$ cat src/shared/sra_pkg.sv
// constants for the serial register-access slave
// assumes a 250 MHz core clock and a 12.5 MHz maximum serial clock
package sra_pkg;

    // page layout: one byte address selects among 256 bytes
    localparam int PAGE_BYTES = 256;
    localparam int ADDR_W = 8;

    // global interface registers
    localparam logic [7:0] ADDR_PAGE = 8'hFF;
    localparam logic [7:0] ADDR_STATUS = 8'hFE;
    localparam logic [7:0] ADDR_DATA = 8'hF0;

    // status register bit positions
    localparam int STAT_XFER = 7;
    localparam int STAT_RDRDY = 5;
    localparam int STAT_MDIO = 2;

    // command byte fields
    localparam int CMD_MODE = 4;
    localparam int CMD_RW = 0;
    localparam logic [2:0] CMD_NORMAL_TAG = 3'h3;
    localparam logic [2:0] DEV_SELECT = 3'h0;
    localparam logic [7:0] OP_NORMAL_READ = 8'h60;
    localparam logic [7:0] OP_NORMAL_WRITE = 8'h61;
    localparam logic [7:0] OP_FAST_READ = 8'h10;

    // reset values
    localparam logic [7:0] PAGE_RESET = 8'h00;

    // timing: serial clock limit against the core clock
    localparam int CLK_PERIOD_PS = 4000;
    localparam int SCK_MIN_PERIOD_PS = 80000;
    localparam int SCK_HALF_CYC = SCK_MIN_PERIOD_PS / 2 / CLK_PERIOD_PS;
    localparam int SYNC_STAGES = 2;

    typedef enum logic [2:0] {
        ST_IDLE,
        ST_CMD,
        ST_ADDR,
        ST_DATA,
        ST_SKIP
    } sra_state_t;

endpackage : sra_pkg

$ cat src/shared/sra_link_if.sv
// synchronised serial-link events passed from the front end to the core
// assumes both ends run on the same core clock
`timescale 1ns/1ps
interface sra_link_if;
    logic sck_rise;
    logic sck_fall;
    logic ss_act;
    logic ss_start;
    logic ss_end;
    logic mosi;
    logic strap;

    modport front (
        output sck_rise, sck_fall, ss_act, ss_start, ss_end, mosi, strap
    );
    modport core (
        input sck_rise, sck_fall, ss_act, ss_start, ss_end, mosi, strap
    );
endinterface : sra_link_if

$ cat src/core/sra_sync_front.sv
// two-stage synchronisers and edge finders for the serial pins and strap
// assumes the pins are asynchronous to CLK
`timescale 1ns/1ps
module sra_sync_front (
    input wire logic clk,
    input wire logic rst,
    input wire logic sck_pin,
    input wire logic ss_n_pin,
    input wire logic mosi_pin,
    input wire logic strap_pin,
    sra_link_if.front link
);
    logic [3:0] meta;
    logic [3:0] sync;
    logic sck_prev;
    logic ss_prev;

    // first stage feeds only the second stage
    // no reset: the strap must already be settled when reset lifts
    always_ff @(posedge clk) begin
        meta <= {strap_pin, mosi_pin, ss_n_pin, sck_pin};
        sync <= meta;
    end

    // idle levels: clock high, select released
    always_ff @(posedge clk) begin
        if (rst) begin
            sck_prev <= 1'b1;
            ss_prev <= 1'b1;
        end else begin
            sck_prev <= sync[0];
            ss_prev <= sync[1];
        end
    end

    assign link.sck_rise = sync[0] & ~sck_prev;
    assign link.sck_fall = ~sync[0] & sck_prev;
    assign link.ss_act = ~sync[1];
    assign link.ss_start = ~sync[1] & ss_prev;
    assign link.ss_end = sync[1] & ~ss_prev;
    assign link.mosi = sync[2];
    assign link.strap = sync[3];
endmodule : sra_sync_front

$ cat src/core/sra_byte_buf.sv
// small byte buffer holding one fetched register image
// write and read on the core clock; read data is registered
`timescale 1ns/1ps
module sra_byte_buf #(
    parameter int DEPTH = 8,
    parameter int IW = $clog2(DEPTH)
) (
    input wire logic clk,
    input wire logic we,
    input wire logic [IW-1:0] waddr,
    input wire logic [7:0] wdata,
    input wire logic [IW-1:0] raddr,
    output logic [7:0] rdata
);
    logic [7:0] mem [DEPTH];

    always_ff @(posedge clk) begin
        if (we) begin
            mem[waddr] <= wdata;
        end
    end

    always_ff @(posedge clk) begin
        rdata <= mem[raddr];
    end
endmodule : sra_byte_buf

$ cat src/core/sra_spi_slave.sv
// serial register-access slave: mode 3 link to a paged register space
// assumes an internal byte-wide register port that answers with REG_ACK
//
// Overview of operation
// - register space is paged; 8-bit address picks one of 256 bytes
// - slave works only when the select strap reads high after reset
// - serial clock up to 12.5 MHz; oversampled by the 250 MHz core
// - device is slave only; master makes clock and select
// - serial clock idles high; polarity fixed
// - outputs change on clock fall, inputs sampled on clock rise
// - reads return status and register contents on the slave line
// - first byte command, second byte address, rest data
// - bit 4 low means normal command, top bits must be 011
// - bit 4 high: top bits offset the read start; no fast write
// - device select field must be 000
// - command bit 0: 0 read, 1 write
// - command counts only while select is active
// - byte address advances by one per data byte
// - releasing select ends the transaction
// - phy data polled over MDIO is read through this slave
// - page at FF, data window at F0, status at FE
// - status bit 7 busy, bit 5 read data ready, bit 2 MDIO busy
// - normal read 60, normal write 61, fast read 10
`timescale 1ns/1ps
module sra_spi_slave #(
    parameter int NBYTES = 8,
    parameter int IW = $clog2(NBYTES)
) (
    // clock and reset
    input wire logic CLK,
    input wire logic RST,
    // configuration strap
    input wire logic INTERFACE_SELECT_STRAP,
    output logic SPI_ENABLED,
    // serial link
    input wire logic SCK,
    input wire logic SS_N,
    input wire logic MOSI,
    output logic MISO,
    output logic MISO_OE,
    // internal register port
    output logic REG_REQ,
    output logic REG_WE,
    output logic [7:0] REG_PAGE,
    output logic [7:0] REG_ADDR,
    output logic [7:0] REG_WDATA,
    input wire logic REG_ACK,
    input wire logic [7:0] REG_RDATA,
    // phy polling engine
    output logic MDIO_START,
    input wire logic MDIO_DONE
);
    sra_link_if link ();

    sra_pkg::sra_state_t state;
    logic strap_taken, is_fast, is_write, first_data, fast_data;
    logic sending_data, busy, rd_ready, mdio_busy, eng_we;
    logic active, byte_done, cmd_ok, rd_go, wr_go, buf_spi_we, eng_ld;
    logic [2:0] bitcnt;
    logic [7:0] rx, tx, cmd, addr, page, eng_addr, eng_wdata;
    logic [7:0] buf_rdata, status, tx_sel, rx_byte;
    logic [IW-1:0] idx, eng_cnt;

    sra_sync_front u_front (
        .clk(CLK),
        .rst(RST),
        .sck_pin(SCK),
        .ss_n_pin(SS_N),
        .mosi_pin(MOSI),
        .strap_pin(INTERFACE_SELECT_STRAP),
        .link(link)
    );

    // strap is caught once, just after reset release
    always_ff @(posedge CLK) begin
        if (RST) begin
            strap_taken <= 1'b0;
            SPI_ENABLED <= 1'b0;
        end else if (!strap_taken) begin
            strap_taken <= 1'b1;
            SPI_ENABLED <= link.strap;
        end
    end

    assign active = SPI_ENABLED & link.ss_act;
    assign byte_done = active & link.sck_rise & (bitcnt == 3'h7);
    assign rx_byte = {rx[6:0], link.mosi};
    assign cmd_ok = (rx_byte[3:1] == sra_pkg::DEV_SELECT) &
        (rx_byte[sra_pkg::CMD_MODE] ? !rx_byte[sra_pkg::CMD_RW]
         : rx_byte[7:5] == sra_pkg::CMD_NORMAL_TAG);

    // receive shift on rising edges only
    always_ff @(posedge CLK) begin
        if (RST || !active) begin
            bitcnt <= 3'h0;
            rx <= 8'h00;
        end else if (link.sck_rise) begin
            bitcnt <= bitcnt + 3'h1;
            rx <= rx_byte;
        end
    end

    // byte sequencing: command, address, then data
    always_ff @(posedge CLK) begin
        if (RST || !SPI_ENABLED) begin
            state <= sra_pkg::ST_IDLE;
        end else if (link.ss_end || !link.ss_act) begin
            state <= sra_pkg::ST_IDLE;
        end else if (link.ss_start) begin
            state <= sra_pkg::ST_CMD;
        end else if (byte_done) begin
            unique case (state)
                sra_pkg::ST_CMD: begin
                    state <= cmd_ok ? sra_pkg::ST_ADDR : sra_pkg::ST_SKIP;
                end
                sra_pkg::ST_ADDR: state <= sra_pkg::ST_DATA;
                default: state <= state;
            endcase
        end
    end

    always_ff @(posedge CLK) begin
        if (RST) begin
            cmd <= 8'h00;
            addr <= 8'h00;
        end else if (byte_done && state == sra_pkg::ST_CMD) begin
            cmd <= rx_byte;
        end else if (byte_done && state == sra_pkg::ST_ADDR) begin
            addr <= rx_byte;
        end
    end

    assign is_fast = cmd[sra_pkg::CMD_MODE];
    assign is_write = cmd[sra_pkg::CMD_RW];

    // in a read, an address byte outside the global block (any address for a fast read) starts an internal fetch
    assign rd_go = byte_done && state == sra_pkg::ST_ADDR && !is_write &&
        (is_fast || (rx_byte != sra_pkg::ADDR_PAGE &&
                     rx_byte != sra_pkg::ADDR_STATUS &&
                     rx_byte != sra_pkg::ADDR_DATA));
    assign wr_go = byte_done && state == sra_pkg::ST_DATA && is_write &&
        addr != sra_pkg::ADDR_PAGE && addr != sra_pkg::ADDR_STATUS &&
        addr != sra_pkg::ADDR_DATA;
    assign buf_spi_we = byte_done && state == sra_pkg::ST_DATA &&
        is_write && addr == sra_pkg::ADDR_DATA;

    // data byte index; fast reads start at the command's offset
    always_ff @(posedge CLK) begin
        if (RST) begin
            idx <= '0;
            first_data <= 1'b0;
        end else if (byte_done && state == sra_pkg::ST_ADDR) begin
            idx <= is_fast ? IW'(cmd[7:5]) : '0;
            first_data <= 1'b1;
        end else if (byte_done && state == sra_pkg::ST_DATA) begin
            first_data <= 1'b0;
            if (sending_data || is_write) begin
                idx <= idx + IW'(1);
            end
        end
    end

    // page register and MDIO start, both written over the link
    always_ff @(posedge CLK) begin
        if (RST) begin
            page <= sra_pkg::PAGE_RESET;
        end else if (byte_done && state == sra_pkg::ST_DATA && is_write &&
                     first_data && addr == sra_pkg::ADDR_PAGE) begin
            page <= rx_byte;
        end
    end

    assign MDIO_START = byte_done && state == sra_pkg::ST_DATA && is_write &&
        addr == sra_pkg::ADDR_STATUS && rx_byte[sra_pkg::STAT_MDIO];

    // start wins over a done arriving in the same cycle
    always_ff @(posedge CLK) begin
        if (RST) begin
            mdio_busy <= 1'b0;
        end else if (MDIO_START) begin
            mdio_busy <= 1'b1;
        end else if (MDIO_DONE) begin
            mdio_busy <= 1'b0;
        end
    end

    // internal access engine: one byte at a time, request held to ack
    always_ff @(posedge CLK) begin
        if (RST) begin
            busy <= 1'b0;
            rd_ready <= 1'b0;
            eng_we <= 1'b0;
            eng_cnt <= '0;
            eng_addr <= 8'h00;
            eng_wdata <= 8'h00;
        end else if (busy) begin
            if (REG_ACK) begin
                eng_addr <= eng_addr + 8'h01;
                eng_cnt <= eng_cnt + IW'(1);
                if (eng_we || eng_cnt == IW'(NBYTES - 1)) begin
                    busy <= 1'b0;
                    rd_ready <= !eng_we;
                end
            end
        end else if (rd_go) begin
            busy <= 1'b1;
            rd_ready <= 1'b0;
            eng_we <= 1'b0;
            eng_cnt <= '0;
            eng_addr <= rx_byte;
        end else if (wr_go) begin
            // new writes are dropped while busy; master polls first
            busy <= 1'b1;
            eng_we <= 1'b1;
            eng_addr <= addr + {{(8 - IW){1'b0}}, idx};
            eng_wdata <= rx_byte;
        end
    end

    assign REG_REQ = busy;
    assign REG_WE = eng_we;
    assign REG_PAGE = page;
    assign REG_ADDR = eng_addr;
    assign REG_WDATA = eng_wdata;
    assign eng_ld = busy & REG_ACK & !eng_we;

    sra_byte_buf #(.DEPTH(NBYTES), .IW(IW)) u_buf (
        .clk(CLK),
        .we(eng_ld | buf_spi_we),
        .waddr(eng_ld ? eng_cnt : idx),
        .wdata(eng_ld ? REG_RDATA : rx_byte),
        .raddr(idx),
        .rdata(buf_rdata)
    );

    assign status = (8'(busy) << sra_pkg::STAT_XFER) |
        (8'(rd_ready) << sra_pkg::STAT_RDRDY) |
        (8'(mdio_busy) << sra_pkg::STAT_MDIO);

    // byte to send next; dummy zeros outside read data
    always_comb begin
        tx_sel = 8'h00;
        if (state == sra_pkg::ST_DATA && !is_write) begin
            if (is_fast) begin
                tx_sel = fast_data ? buf_rdata : status;
            end else if (addr == sra_pkg::ADDR_STATUS) begin
                tx_sel = status;
            end else if (addr == sra_pkg::ADDR_PAGE) begin
                tx_sel = page;
            end else if (addr == sra_pkg::ADDR_DATA) begin
                tx_sel = buf_rdata;
            end
        end
    end

    // fast read switches to data after a status byte showing ready
    always_ff @(posedge CLK) begin
        if (RST || !active) begin
            fast_data <= 1'b0;
            sending_data <= 1'b0;
        end else if (link.sck_fall && bitcnt == 3'h0 &&
                     state == sra_pkg::ST_DATA) begin
            sending_data <= !is_fast || fast_data;
            fast_data <= fast_data | rd_ready;
        end
    end

    // transmit shift on falling edges; first fall of a byte loads it
    always_ff @(posedge CLK) begin
        if (RST || !active) begin
            tx <= 8'h00;
            MISO <= 1'b0;
        end else if (link.sck_fall) begin
            if (bitcnt == 3'h0) begin
                MISO <= tx_sel[7];
                tx <= {tx_sel[6:0], 1'b0};
            end else begin
                MISO <= tx[7];
                tx <= {tx[6:0], 1'b0};
            end
        end
    end

    // the pin is driven only inside a transaction
    assign MISO_OE = active;
endmodule : sra_spi_slave

$ cat config.mk
export PLATFORM = sky130hd
export DESIGN_NAME = sra_spi_slave
export DESIGN_NICKNAME = d
export VERILOG_FILES = /design/src/shared/sra_pkg.sv /design/src/shared/sra_link_if.sv /design/src/core/sra_sync_front.sv /design/src/core/sra_byte_buf.sv /design/src/core/sra_spi_slave.sv
export SDC_FILE = /design/constraint.sdc
export NUM_CORES = 1
export LEC_CHECK = 0
export BUFFER_PORTS_ARGS = -buffer_cell sky130_fd_sc_hd__buf_2
export CAP_MARGIN = 15
export CORE_UTILIZATION = 25
export CTS_CLUSTER_SIZE = 28
export DETAILED_ROUTE_END_ITERATION = 6
export GPL_TIMING_DRIVEN = 0
export HOLD_SLACK_MARGIN = 0.03
export SYNTH_ARGS = -nofsm -noshare
export SYNTH_HDL_FRONTEND = slang
export SYNTH_SLANG_ARGS = --single-unit
$ cat constraint.sdc
create_clock -name CLK -period 2.3 [get_ports CLK]
set_clock_uncertainty 0.1 [all_clocks]
set_input_delay 0.115 -clock CLK [delete_from_list [all_inputs] [get_ports CLK]]
set_output_delay 0.115 -clock CLK [all_outputs]
set_load 0.05 [all_outputs]
==> results by group <==
Run status
  • Status: finished with violations
  • Failing checks: negative setup slack

Timing
  • Fin crit period: 2.48 ns
  • Slew Viols, Final: 0
  • WHS: 0.0499 ns
  • Slew HR: 0.471
  • Max Freq: 403 MHz
  • Final setup margin: -0.180 ns
  • Endpoints failing hold: 0
  • Slew @ Worst Pin: 0.794 ns
  • Period Utilization, post-route: 1.08
  • Unrepaired setup endpoints after global routing: true
  • # setup viols final: 8

Route
  • Vias: 4,919
  • ANT nets after route: 0
  • DRT Pass-1 Iters: 5
  • Initial drt markers: between 400 and 500
  • Vias per cell: 4.82
  • Routed WL: 18,400 µm
  • DRC viols: 0
  • Avg WL per Cell: 18.0 µm

Placed design
  • Placement Cell Area: 7310 µm²
  • IO buf count: 45
  • Placer's final routability congestion estimate: 0.781
  • HPWL after DPL: 12,000 µm
  • Placed Instances: 954

Min path
  • HP Class: primary input to flip-flop
  • Hold Crit Endpoint: u_buf.mem[5][7]
  • Worst hold path stage count: 2
  • Hold_sp: REG_RDATA[7]

Logic synthesis
  • Sequential-to-total area share from yosys stat: 0.565
  • Ys flop type: dfxtp_1
  • Simple-gate area share of the yosys netlist: 0.128
  • Syn Inst Count: 572
  • Register bit total from synthesis: 155
  • Synth warnings: 0
  • Synth Area in Compound Gates: 0.113
  • Mapped cell area: approximately 6600 µm²
  • Syn Nets: between 500 and 600
  • Adder-cell share of the synthesized area: 0.0219
  • Post-synth EDFFs: 64
  • Post-synth ARST share: 0
  • Post-synthesis xor/xnor area fraction: 0.0198
  • Avg Inst Size Synth: 11.6 µm²
  • Main combinational cell family by area after synthesis: simple AND/OR/NAND/NOR gates
  • Multiplexer share of the synthesized area: 0.123
  • Distinct cell type count after synthesis: 60

Final layout
  • Fin nets: 700
  • Layout Area Growth over Synthesis: 28.5%
  • Commonest non-fill, non-tap cells in the layout: dfxtp_1 (82), edfxtp_1 (64), nand2_1 (52)
  • Diode count: 0
  • Layout fillers: 2,606
  • Final Non-Filler Cells: 1,021
  • Share of layout cells above drive strength 1: 0.290
  • Post-layout instance area: 8510 µm²
  • Commonest non-fill, non-tap cell in the layout: dfxtp_1

Global route
  • Global-route wire length before repair: around 28,000 µm
  • Largest net degree at the start of global routing: 17
  • Vias in the first global route: 4,802
  • Initial antenna violation count: 0
  • All-Layer GR Usage: 0.142
  • Gr ovfl total: 0

Setup path
  • Worst r2r src: rx[5]
  • Worst Path Required: 2.54 ns
  • Crit start category: flip-flop
  • Reg2reg path depth: 7
  • R2r setup slk: -0.18 ns
  • Critical path arrival: 2.72 ns
  • CP Class: flip-flop to flip-flop
  • Crit path max fanout: 9
  • CP Launch Point: rx[5]
  • Setup crit end kind: flip-flop
  • R2R Path End: REG_ADDR[6]

CTS
  • Reg clk slew, reported paths: 0.07 ns
  • CTS max path bufs: 2
  • Clock Tree Root: clkbuf_16
  • CTS tree: done
  • Clock sinks: 155
  • CTS buffer count: 17
  • Skew-Pair Late Insertion Delay: 0.43 ns
  • H-Tree Depth: 4

Pwr
  • Switching share of power: 0.235
  • Tot Pwr: 5.63 mW
  • Leakage dissipation: 3.08 nW
  • Internal power: 4.31 mW
  • Net Sw Power: 1.32 mW
  • Power share of the combinational group: 0.018
  • Clock share of power: 0.474
  • Power Dens Cells: 662 nW/µm²
  • Fraction of power consumed by sequential logic: 0.508
  • Max VDD drop: just over 500 µV

Floorplanning
  • Io pins: 46
  • Die X: approximately 160 µm
  • Initial Utilization: 0.254
  • Core area: between 20,000 and 30,000 µm²
  • Num rows: 59
  • Die area: 27,200 µm²
  • DIE HEIGHT: 165 µm

Job
  • Number of max-cap violations: 0
==> worst max-delay path, cell delays in order (launching register included) <==
cell and delay, ns:
dfxtp_1 0.71, nand2_1 0.21, a2111oi_4 0.30, buf_4 0.20, nor4_4 0.05, or3_1 0.38, buf_6 0.16, a311oi_2 0.28
==> cells in the mapped netlist (3+ instances only) <==
cell	number	share of area
a22oi_1	9	0.010
edfxtp_1	64	0.29
nand4_1	5	0.0047
ha_1	10	0.019
a311oi_1	4	0.0053
nor3_1	12	0.0091
or3_1	3	0.0028
o21ai_0	12	0.0091
nand3_1	8	0.0060
buf_1	6	0.0034
xnor2_1	10	0.013
inv_1	12	0.0068
nor2b_1	7	0.0066
mux2_2	17	0.029
a211oi_1	11	0.012
nor2_1	52	0.029
mux4_2	16	0.054
a221oi_1	3	0.0040
xor2_1	5	0.0066
mux2i_1	26	0.039
nor4_1	11	0.010
nand2_1	52	0.029
a21oi_1	35	0.026
clkbuf_1	23	0.013
nand2b_1	7	0.0066
a31oi_1	6	0.0057
and3_1	5	0.0047
buf_2	5	0.0038
dfxtp_1	91	0.28
a2bb2oi_1	4	0.0053
==> worst max-delay path by stage <==
stage                      endpoint  slack (ns)  cells after the start
detailed placement  u_buf.mem[1][3]       -0.86                      7
finish                  REG_ADDR[6]       -0.18                      7
CTS                     REG_ADDR[1]       -0.17                      8
global placement    u_buf.mem[0][3]       -0.84                      7
global route            REG_ADDR[1]       -0.26                      7
floorplan           u_buf.mem[3][0]       -0.12                      6
==> area by class of cell <==
| type | instances | area, µm² | area share |
|---|---|---|---|
| flip-flops and latches | 155 | 3760 | 0.442 |
| inverters | 12 | 45.0 | 0.00529 |
| multi-input cells | 369 | 2920 | 0.343 |
| well taps | 335 | 419 | 0.0492 |
| repair buffers | 87 | 628 | 0.0738 |
| clock inverters | 15 | 131 | 0.0154 |
| plain buffers | 31 | 180 | 0.0212 |
| clock buffers | 17 | 425 | 0.0500 |
==> sequential cells by signal (all words and copies together), names as in the netlist, 3 cells and up <==
signal and cells:
REG_PAGE 8, REG_WDATA 8, cmd 5, eng_cnt 3, bitcnt 3, u_front.meta 4, u_buf.rdata 8, tx 7
state 3, addr 8, idx 3, u_buf.mem 64, rx 7, REG_ADDR 8, u_front.sync 4
==> layer usage <==
metal / global-route usage / vias to the layer above / routed length (µm)
met1: 0.186 / 2410 / 8420
met3: 0.0342 / 22 / 1130
met4: 0.0513 / 0 / 285
met5: 0 / - / 0
met2: 0.225 / 144 / 8550
li1: - / 2343 / -
==> logic make-up (layout without fill, tap and decap cells) <==
logic type               after synthesis  in the layout
XOR/XNOR                              15             15
flip-flops                           155            155
AO/OA/AOI/OAI                        108            108
buffers and inverters                 48            162
adder cells (fa/ha/maj)               11             11
multiplexers                          59             59
AND/OR/NAND/NOR                      176            176
==> per-stage QoR <==
stage                     worst slack [ns]   util  setup TNS [ns]
final                               -0.180  0.327          -0.964
after global routing                -0.258  0.327           -5.63
after CTS                           -0.167  0.325           -1.19
after detailed placement            -0.865  0.280          -64.48
after global placement              -0.844  0.280          -69.04
after floorplan                     -0.118      -           -7.24
==> power by group through the flow <==
stage	registers, mW	clock network [mW]	logic, mW
floorplan	2.92	0	0.0462
global placement	2.92	0	0.0885
detailed placement	2.92	0	0.0893
CTS	2.86	2.71	0.109
global route	2.86	2.84	0.113
finish	2.86	2.67	0.104
==> repair_timing <==
| item | in CTS | in global routing |
|---|---|---|
| hold buffers | 12 | 0 |
| setup endpoints to repair | 115 | 88 |
| pin swaps | 15 | 11 |
| resized for setup | 56 | 23 |
| endpoints found under the hold margin | 47 | 0 |
| gates cloned | 0 | 0 |
| buffers inserted | 27 | 1 |
(Power assumes the default switching activity.)
